File: src/mgmt_regs_defs.svh
// Offsets, field positions, reset values and timing counts for the management register bank
`ifndef MGMT_REGS_DEFS_SVH
`define MGMT_REGS_DEFS_SVH

// Register byte offsets
`define OFS_PORT_SELECT      12'h064
`define OFS_INTEG_CTRL       12'hf00
`define OFS_UNLOCK_WORD      12'hfb0
`define OFS_LOCK_STATE       12'hfb4
`define OFS_CAP_ONE          12'hfc4
`define OFS_CAP_TWO          12'hfc8
`define OFS_TYPE_CLASS       12'hfcc
`define OFS_IDENT_FOUR       12'hfd0
`define OFS_IDENT_FIVE       12'hfd4
`define OFS_IDENT_SIX        12'hfd8
`define OFS_IDENT_SEVEN      12'hfdc
`define OFS_IDENT_ZERO       12'hfe0
`define OFS_IDENT_ONE        12'hfe4
`define OFS_IDENT_TWO        12'hfe8
`define OFS_IDENT_THREE      12'hfec
`define OFS_ENGINE_STATUS    12'hf10

// Field positions
`define FLD_INTEG_ENABLE     0
`define FLD_REGISTERED_CODE  3
`define FLD_IDLE             0
`define FLD_ENGINE_ACTIVE    1
`define FLD_CMD_COUNT_LO     4

// Reset values
`define RST_INTEG_CTRL       1'b0
`define RST_RDATA            32'h0000_0000
`define TYPE_CLASS_VALUE     8'h00

// Timing: read data latency of one cycle after the request is seen
`define READ_WAIT_CYCLES     1

`endif

File: src/mgmt_regs_pkg.sv
// Types shared by the management register bank modules
package mgmt_regs_pkg;
  typedef enum logic [1:0] {
    ST_IDLE   = 2'b00,
    ST_ANSWER = 2'b01
  } bus_state_e;

  typedef logic [31:0] word_t;
endpackage

File: src/ident_if.sv
// Interface carrying the identification words between the bank and its ROM
`timescale 1ns/10ps
interface ident_if;
  logic [2:0]  index;    // Identification word number
  logic [31:0] word;     // Identification word value

  modport bank (output index, input word);
  modport rom  (input index, output word);
endinterface

File: src/ident_rom.sv
// Constant identification word lookup
`timescale 1ns/10ps
module ident_rom #(
  parameter logic [7:0] PART_LOW   = 8'h00, // Arbitrary part number low byte
  parameter logic [3:0] PART_HIGH  = 4'h0,  // Arbitrary part number high nibble
  parameter logic [6:0] MAKER_CODE = 7'h00, // Arbitrary maker code
  parameter logic [3:0] MAKER_CONT = 4'h0,  // Arbitrary continuation count
  parameter logic [3:0] REVISION   = 4'h0,  // Arbitrary revision
  parameter logic [3:0] SIZE_CODE  = 4'h0   // Block count code
) (
  ident_if.rom ids                         // Word index in, word out
);
  // Words zero to four carry only eight low bits, five to seven are zero
  always_comb begin
    ids.word = 32'h0000_0000;
    case (ids.index)
      3'h0: ids.word[7:0] = PART_LOW;
      3'h1: ids.word[7:0] = {MAKER_CODE[3:0], PART_HIGH};
      3'h2: ids.word[7:0] = {REVISION, 1'b1, MAKER_CODE[6:4]};
      3'h3: ids.word[7:0] = 8'h00;
      3'h4: ids.word[7:0] = {SIZE_CODE, MAKER_CONT};
      default: ids.word = 32'h0000_0000;
    endcase
  end
endmodule

File: src/mgmt_regs.sv
// Management and identification register bank with port selection
`timescale 1ns/10ps
`include "mgmt_regs_defs.svh"
module mgmt_regs #(
  parameter int         NUM_PORTS       = 8,       // Number of port select bits
  parameter logic [7:0] PORT_CONNECTED  = 8'hff,   // Ports wired to this block
  parameter logic [7:0] KEEP_UNCONNECTED = 8'h00,  // Unconnected bits kept as storage
  parameter bit         HAS_INTEGRATION = 1'b1,    // Integration support present
  parameter int         CMD_COUNT_W     = 3        // Width of command count field
) (
  input  wire logic                   clk_in,               // 100 MHz clock
  input  wire logic                   rst_b_in,             // Async reset, active low
  input  wire logic [11:0]            avs_address_in,       // Byte address
  input  wire logic                   avs_read_in,          // Read request
  input  wire logic                   avs_write_in,         // Write request
  input  wire logic [3:0]             avs_byteenable_in,    // Byte lanes
  input  wire logic [31:0]            avs_writedata_in,     // Write data
  output logic [31:0]                 avs_readdata_out,     // Read data
  output logic                        avs_waitrequest_out,  // Stall
  output logic [1:0]                  avs_response_out,     // Always okay
  input  wire logic                   engine_active_in,     // Engine busy flag
  input  wire logic [CMD_COUNT_W-1:0] command_fifo_count_in,// Pending command bytes
  output logic [NUM_PORTS-1:0]        port_select_bit_out,  // Selected ports
  output logic                        integration_mode_enable_out, // Integration mode
  output logic                        engine_idle_out       // Engine definitely idle
);

  // Bank state held as a single record
  typedef struct packed {
    mgmt_regs_pkg::bus_state_e bus_state;
    logic [31:0]               rdata;
    logic                      integ;
    logic [NUM_PORTS-1:0]      psel;
  } bank_s;

  bank_s state_q;
  bank_s state_d;

  ident_if ids ();

  // Identification words come from a constant table
  ident_rom u_ident_rom (
    .ids (ids.rom)
  );

  logic                   access;
  logic [NUM_PORTS-1:0]   psel_impl;
  logic [31:0]            read_word;
  logic [7:0]             psel_bytes;
  logic                   idle_now;

  // Bits that exist as storage: connected ports, or unconnected ones kept by choice
  assign psel_impl = PORT_CONNECTED[NUM_PORTS-1:0] | KEEP_UNCONNECTED[NUM_PORTS-1:0];
  assign access    = avs_read_in | avs_write_in;

  // Idle only when both status fields are zero
  assign idle_now = ~engine_active_in & (command_fifo_count_in == '0);

  // Identification index from low address bits; words four to seven sit below zero,
  // so address bit 4 set means the upper half of the table
  assign ids.index = {avs_address_in[4], avs_address_in[3:2]};

  // Port select widened to a byte for the read mux
  always_comb begin
    psel_bytes = 8'h00;
    psel_bytes[NUM_PORTS-1:0] = state_q.psel & psel_impl;
  end

  // Read mux; unmapped words and write-only words read zero
  always_comb begin
    read_word = 32'h0000_0000;
    case (avs_address_in)
      `OFS_PORT_SELECT:   read_word[7:0] = psel_bytes;
      `OFS_INTEG_CTRL:    read_word[`FLD_INTEG_ENABLE] = state_q.integ;
      `OFS_LOCK_STATE:    read_word = 32'h0000_0000;
      `OFS_CAP_ONE:       read_word = 32'h0000_0000;
      `OFS_CAP_TWO:       read_word = 32'h0000_0000;
      `OFS_TYPE_CLASS:    read_word[7:0] = `TYPE_CLASS_VALUE;
      `OFS_IDENT_FOUR,
      `OFS_IDENT_FIVE,
      `OFS_IDENT_SIX,
      `OFS_IDENT_SEVEN,
      `OFS_IDENT_ZERO,
      `OFS_IDENT_ONE,
      `OFS_IDENT_TWO,
      `OFS_IDENT_THREE:   read_word = ids.word;
      `OFS_ENGINE_STATUS: begin
        read_word[`FLD_IDLE]          = idle_now;
        read_word[`FLD_ENGINE_ACTIVE] = engine_active_in;
        read_word[`FLD_CMD_COUNT_LO +: CMD_COUNT_W] = command_fifo_count_in;
      end
      default:            read_word = 32'h0000_0000;
    endcase
  end

  // Next state: one wait cycle, then answer with waitrequest low
  always_comb begin
    state_d = state_q;
    case (state_q.bus_state)
      mgmt_regs_pkg::ST_IDLE: begin
        if (access) begin
          state_d.bus_state = mgmt_regs_pkg::ST_ANSWER;
          state_d.rdata     = avs_read_in ? read_word : `RST_RDATA;
        end
      end
      mgmt_regs_pkg::ST_ANSWER: begin
        state_d.bus_state = mgmt_regs_pkg::ST_IDLE;
        // Writes land at the answering edge only
        if (avs_write_in) begin
          case (avs_address_in)
            `OFS_INTEG_CTRL: begin
              // Only lane 0 holds the one live bit; upper bits are dropped
              if (HAS_INTEGRATION && avs_byteenable_in[0]) begin
                state_d.integ = avs_writedata_in[`FLD_INTEG_ENABLE];
              end
            end
            `OFS_PORT_SELECT: begin
              // Caller guarantees engine idle; no guard, matching the unpredictable case
              if (avs_byteenable_in[0]) begin
                state_d.psel = (avs_writedata_in[NUM_PORTS-1:0] & psel_impl)
                             | (state_q.psel & ~psel_impl);
              end
            end
            `OFS_UNLOCK_WORD: state_d = state_q;
            default:          state_d = state_q;
          endcase
          state_d.bus_state = mgmt_regs_pkg::ST_IDLE;
        end
      end
      default: state_d.bus_state = mgmt_regs_pkg::ST_IDLE;
    endcase
  end

  // Port select is left out of the reset and holds through it; software writes it before use
  always_ff @(posedge clk_in or negedge rst_b_in) begin
    if (!rst_b_in) begin
      state_q.bus_state <= mgmt_regs_pkg::ST_IDLE;
      state_q.rdata     <= `RST_RDATA;
      state_q.integ     <= `RST_INTEG_CTRL;
    end else begin
      state_q <= state_d;
    end
  end

  // Bus outputs
  assign avs_waitrequest_out = ~(state_q.bus_state == mgmt_regs_pkg::ST_ANSWER);
  assign avs_readdata_out    = state_q.rdata;
  assign avs_response_out    = 2'b00;

  // Block outputs
  assign port_select_bit_out         = state_q.psel & psel_impl;
  assign integration_mode_enable_out = HAS_INTEGRATION ? state_q.integ : 1'b0;
  assign engine_idle_out             = idle_now;

endmodule

File: config.mk
export PLATFORM = sky130hd
export DESIGN_NAME = mgmt_regs
export DESIGN_NICKNAME = d
export VERILOG_FILES = /design/src/mgmt_regs_pkg.sv /design/src/ident_if.sv /design/src/ident_rom.sv /design/src/mgmt_regs.sv
export VERILOG_INCLUDE_DIRS = /design/src
export SDC_FILE = /design/constraint.sdc
export NUM_CORES = 1
export LEC_CHECK = 0
export BUFFER_PORTS_ARGS = -buffer_cell sky130_fd_sc_hd__buf_4
export CAP_MARGIN = 25
export CORE_ASPECT_RATIO = 1.75
export CORE_MARGIN = 5
export CORE_UTILIZATION = 37
export CTS_CLUSTER_DIAMETER = 40
export DETAILED_ROUTE_END_ITERATION = 7
export GPL_ROUTABILITY_DRIVEN = 0
export PLACE_DENSITY_LB_ADDON = 0.05
export SKIP_CTS_REPAIR_TIMING = 1
export SLEW_MARGIN = 20
export SYNTH_ARGS = -nofsm -noshare
export SYNTH_HDL_FRONTEND = slang
export SYNTH_SLANG_ARGS = --single-unit
File: constraint.sdc
create_clock -name clk_in -period 2.35 [get_ports clk_in]
set_input_delay 0.705 -clock clk_in [delete_from_list [all_inputs] [get_ports clk_in]]
set_output_delay 0.705 -clock clk_in [all_outputs]
set_load 0.02 [all_outputs]
# After elaboration in Yosys (flattened, before gate mapping)
# Cells that the tools add are included.
op_classes:
  n_addsub: 0
  mul: 0
  n_div: 0
  n_lt_le_gt_ge: 0
  n_eq_ne: 14
  n_shift: 0
  muxes: 10
  bitwise: 4
  n_reduce_logical: 6
op_table:
  columns: ["operator", "n"]
  rows:
  - ["$eq A12 B12 Y1 const B", 10]
  - ["$pmux W32 S2", 1]
  - ["$mux W34", 1]
  - ["$eq A12 B7 Y1 const B", 1]
  - ["$pmux W3 S3", 1]
  - ["$mux W8", 1]
  - ["$pmux W2 S2", 2]
  - ["$reduce_or A8 Y1", 1]
  - ["$reduce_and A5 Y1", 1]
  - ["$mux W4", 1]
  - ["$pmux W1 S4", 1]
  - ["$reduce_and A4 Y1", 1]
  - ["$eq A3 B2 Y1 const B", 1]
  - ["$logic_not A3 Y1", 1]
  - ["$pmux W1 S3", 1]
  - ["$reduce_and A3 Y1", 1]
  - ["$eq A2 B1 Y1 const B", 1]
  - ["$logic_not A2 Y1", 1]
  - ["$ne A2 B2 Y1 const B", 1]
  - ["$not A1 Y1", 2]
  - ["$pmux W1 S2", 1]
  - ["$and A1 B1 Y1", 1]
  - ["$or A1 B1 Y1", 1]
word_totals:
  reg_bits: 43
  latchBits: 0
  ramBits: 0
  romBits: 0
  input_bits: 56
  output_inout_bits: 45
  wordCells: 38
  memories: 0

# Logic depth before layout (Yosys ltp)
depth:
  ltp_word: 6
  depth_mapped: 4
  mapped_depth_nobuf: 4

# Modules after synthesis
# A second synthesis with hierarchy kept.
unflattened:
  cells_unflattened: 208
  hier_area_um2: 2308.5
by_module_without_submodules:
  columns: ["mod", "n_inst", "cells_each", "area_each_um2", "seq_area_each_um2"]
  rows:
  - ["mgmt_regs", 1, 175, 2059.5, 1091.0]
  - ["ident_rom", 1, 33, 249.0, 0.0]

# Least setup slack after synthesis
# No wires, ideal clock.
synth_path:
  path_kind: "input -> register"
  from: "in avs_address_in[4]"
  to: "reg state_q, in the netlist port_select_bit_out[0] (enable)"
  setup_ns: 0.395
  arrival_ns: 2.077
  t_required_ns: 1.955
  path_slack_ns: -0.121
  cell_stages: 3
  n_path_buf: 0
  path_cell_list: "nor4_2 nand4b_1 nor4_1"
synth_via:
  elab_chain_len: 2
synth_rtl:
  columns: ["item", "line_no", "text"]
  rows:
  - ["start, declared", "mgmt_regs.sv:13", "input wire logic [11:0] avs_address_in,"]
  - ["$eq A12 B7 Y1", null, null]
  - ["$reduce_and A5 Y1 (no line)", null, null]
  - ["end signal, assigned", "mgmt_regs.sv:141", "state_q <= state_d;"]
  - ["end, declared", "mgmt_regs.sv:36", "bank_s state_q;"]
# No other way between the ends.
# A chain may end at the register's enable or synchronous reset.

# Worst setup path in the final report
layout_path:
  from: "in engine_active_in"
  to: "out engine_idle_out"
layout_via:
  elab_chain_len: 2
layout_rtl:
  columns: ["item", "line_no", "text"]
  rows:
  - ["start, declared", "mgmt_regs.sv:21", "input wire logic engine_active_in,"]
  - ["$not A1 Y1", "mgmt_regs.sv:57", "assign idle_now = ~engine_active_in & (command_fifo_count_in == '0);"]
  - ["$and A1 B1 Y1", "mgmt_regs.sv:57", null]
  - ["end, declared", "mgmt_regs.sv:25", "output logic engine_idle_out"]
# No other way between the ends.

==> flow_summary.json <==
{
  "cts_buffers": 3,
  "drt-initial-drc-count": 13,
  "dr.pass1.iters": 4,
  "grt_pass1_wl_um": 3550,
  "power.density_nw_per_um2": 493,
  "antenna_found_initial": 0,
  "ys_seq_area_share_pct": 44.7,
  "port_buffers": 47,
  "synthesis.area_um2": 1100,
  "power_frac_seq_pct": 50.1,
  "ys.warnings.count": 0,
  "combinationalPowerShare_pct": 17.0,
  "min_path_type": "primary input to async pin",
  "path_clk_slew_ns": 0.07,
  "area_delta_synth_final_pct": 22.6,
  "ir_drop_mv": 0.395,
  "vias_per_cell": 4.59,
  "tns_ns": 0,
  "cts-root-buf": "clkbuf_8",
  "grt_usage_pct": 11.4,
  "route.vias.total": 790,
  "met1_usage_pct": 11.7,
  "swShare_pct": 26.4,
  "drive_gt1_share_pct": 40.3,
  "ys_ff_latch": 18,
  "p_sw_uw": 175,
  "fmaxAchievable_mhz": 479,
  "insertion_delay_ns": 0.26,
  "cts_tree": "done",
  "antenna_left": 0,
  "setup_viol": 0,
  "met2_usage_pct": 20.5,
  "syn_inst": 106,
  "met3_usage_pct": 3.45,
  "clk_path_buf_depth": 2,
  "worstPathArrival_ns": 1.38,
  "route.detailed.drc": 0,
  "required_ns": 1.64,
  "start_util_pct": 37.9,
  "maxCapViolations": 0,
  "outcome": "finished, final reports clean",
  "die_area_um2": 4200,
  "skew_ns": 0.00170,
  "mostFrequentLayoutCells": "buf_4 (51), conb_1 (26), dfrtp_1 (10)",
  "fin_util_pct": 46.5,
  "cts_sinks": 18,
  "critical_path_class": "primary input to output pin",
  "grt_max_degree": 12,
  "startpoint_type": "primary input",
  "fin_nets": 201,
  "cp_max_fo": 2,
  "rsz0062_at_grt": "false",
  "internal-power_uw": 488,
  "fin_crit_sh_pct": 88.9,
  "cp-end-kind": "output pin",
  "num_antenna_cells": 0,
  "final_common_cell": "buf_4",
  "grt_overflow": 0,
  "min_period_ns": 2.09,
  "power.leakage_uw": 0.000682,
  "core_area_um2": 2900,
  "hold_viol": 0,
  "maxSlewViolCount": 0,
  "place.detailed.hpwl_um": 2020,
  "routed_wl_um": 2390,
  "htree_levels": 1,
  "die_w_um": 51.2,
  "synth_cell_types": 24,
  "io_pins": 101,
  "fp.dieH_um": 82.0,
  "grt_pass1_vias": 792,
  "wl_per_cell_um": 13.9,
  "clkPwrFrac_pct": 33.0,
  "rows": 26,
  "postSynthAreaPerCell_um2": 10.4,
  "grt.busiest_layer": "met2"
}
==> metrics by stage <==
step	hold slack, ns	worst slack [ns]	area (µm²)	cells	total power, µW
floorplan	0.409	0.155	1200	131	427
global placement	0.473	0.156	1300	168	450
detailed placement	0.479	0.189	1300	168	451
CTS	0.270	0.247	1350	172	668
global route	0.270	0.206	1350	172	697
finish	0.269	0.261	1350	172	663
==> kinds of logic after synthesis <==
kind of cell / synth area share, %
multiplexers: 1.94
flip-flops: 44.7
AO/OA/AOI/OAI: 7.53
other: 0.342
AND/OR/NAND/NOR: 15.1
buffers and inverters: 30.4
==> sequential cells by signal (all words and copies together), names as in the netlist <==
signal	count
integration_mode_enable_out	1
state_q	1
port_select_bit_out	8
avs_readdata_out	8
==> cell usage after synthesis (all sizes together) <==
library cell,instances,share of area [%]
conb,1,0.34
a221o,4,3.6
nand4,1,0.57
or3,1,0.57
mux2i,1,0.91
nand2,6,2.1
o21bai,1,0.68
edfxtp,8,22
buf,42,29
nor3,2,1.4
and2,4,2.3
o21ai,2,0.91
nand3,3,1.4
a211o,1,0.80
nand4b,2,1.6
o41ai,1,0.80
inv,5,1.7
nor2,2,0.68
a21o,1,0.68
dfrtp,10,23
nor4,7,4.6
mux2,1,1.0
==> worst paths after layout <==
path | start | end | slack (ns) | cells after the start
worst max-delay path | engine_active_in | engine_idle_out | 0.26 | 4
worst min-delay path | rst_b_in | avs_readdata_out[4]$_DFFE_PN0P_ | 0.27 | 1
worst max register to register | state_q[41]$_DFFE_PN0P_ | integration_mode_enable_out$_DFFE_PN0P_ | 1.04 | 3
worst min register to register | avs_readdata_out[2]$_DFFE_PN0P_ | avs_readdata_out[2]$_DFFE_PN0P_ | 0.49 | 2
max in group asynchronous | rst_b_in | avs_readdata_out[0]$_DFFE_PN0P_ | 1.93 | 1
min in group clk_in | avs_readdata_out[2]$_DFFE_PN0P_ | avs_readdata_out[2]$_DFFE_PN0P_ | 0.49 | 2
==> cell type report <==
type	count	area, µm²
fill	299	1550
sequential	18	490
timing repair buffer	51	383
multi-input combinational	66	373
clock buffer	3	41.3
tap	28	35.0
inverter	5	18.8
clock inverter	1	3.75
==> routing by layer <==
layer,share of wire (%),wire length [µm],vias to the layer above
li1,-,-,376
met1,36,857,361
met2,51,1230,49
met3,11,263,4
met4,1.8,44,0
met5,0,0,-
==> power groups by stage <==
stage	clock [µW]	combinational, µW	sequential [µW]
detailed placement	0	112	339
CTS	224	112	332
floorplan	0	88.1	339
global route	243	122	332
finish	219	112	332
global placement	0	111	339
==> critical path: stages <==
cell    delay (ns)
buf_4         0.11
nor4_1        0.27
buf_4         0.17
buf_4         0.13
(Power assumes the default switching activity.)
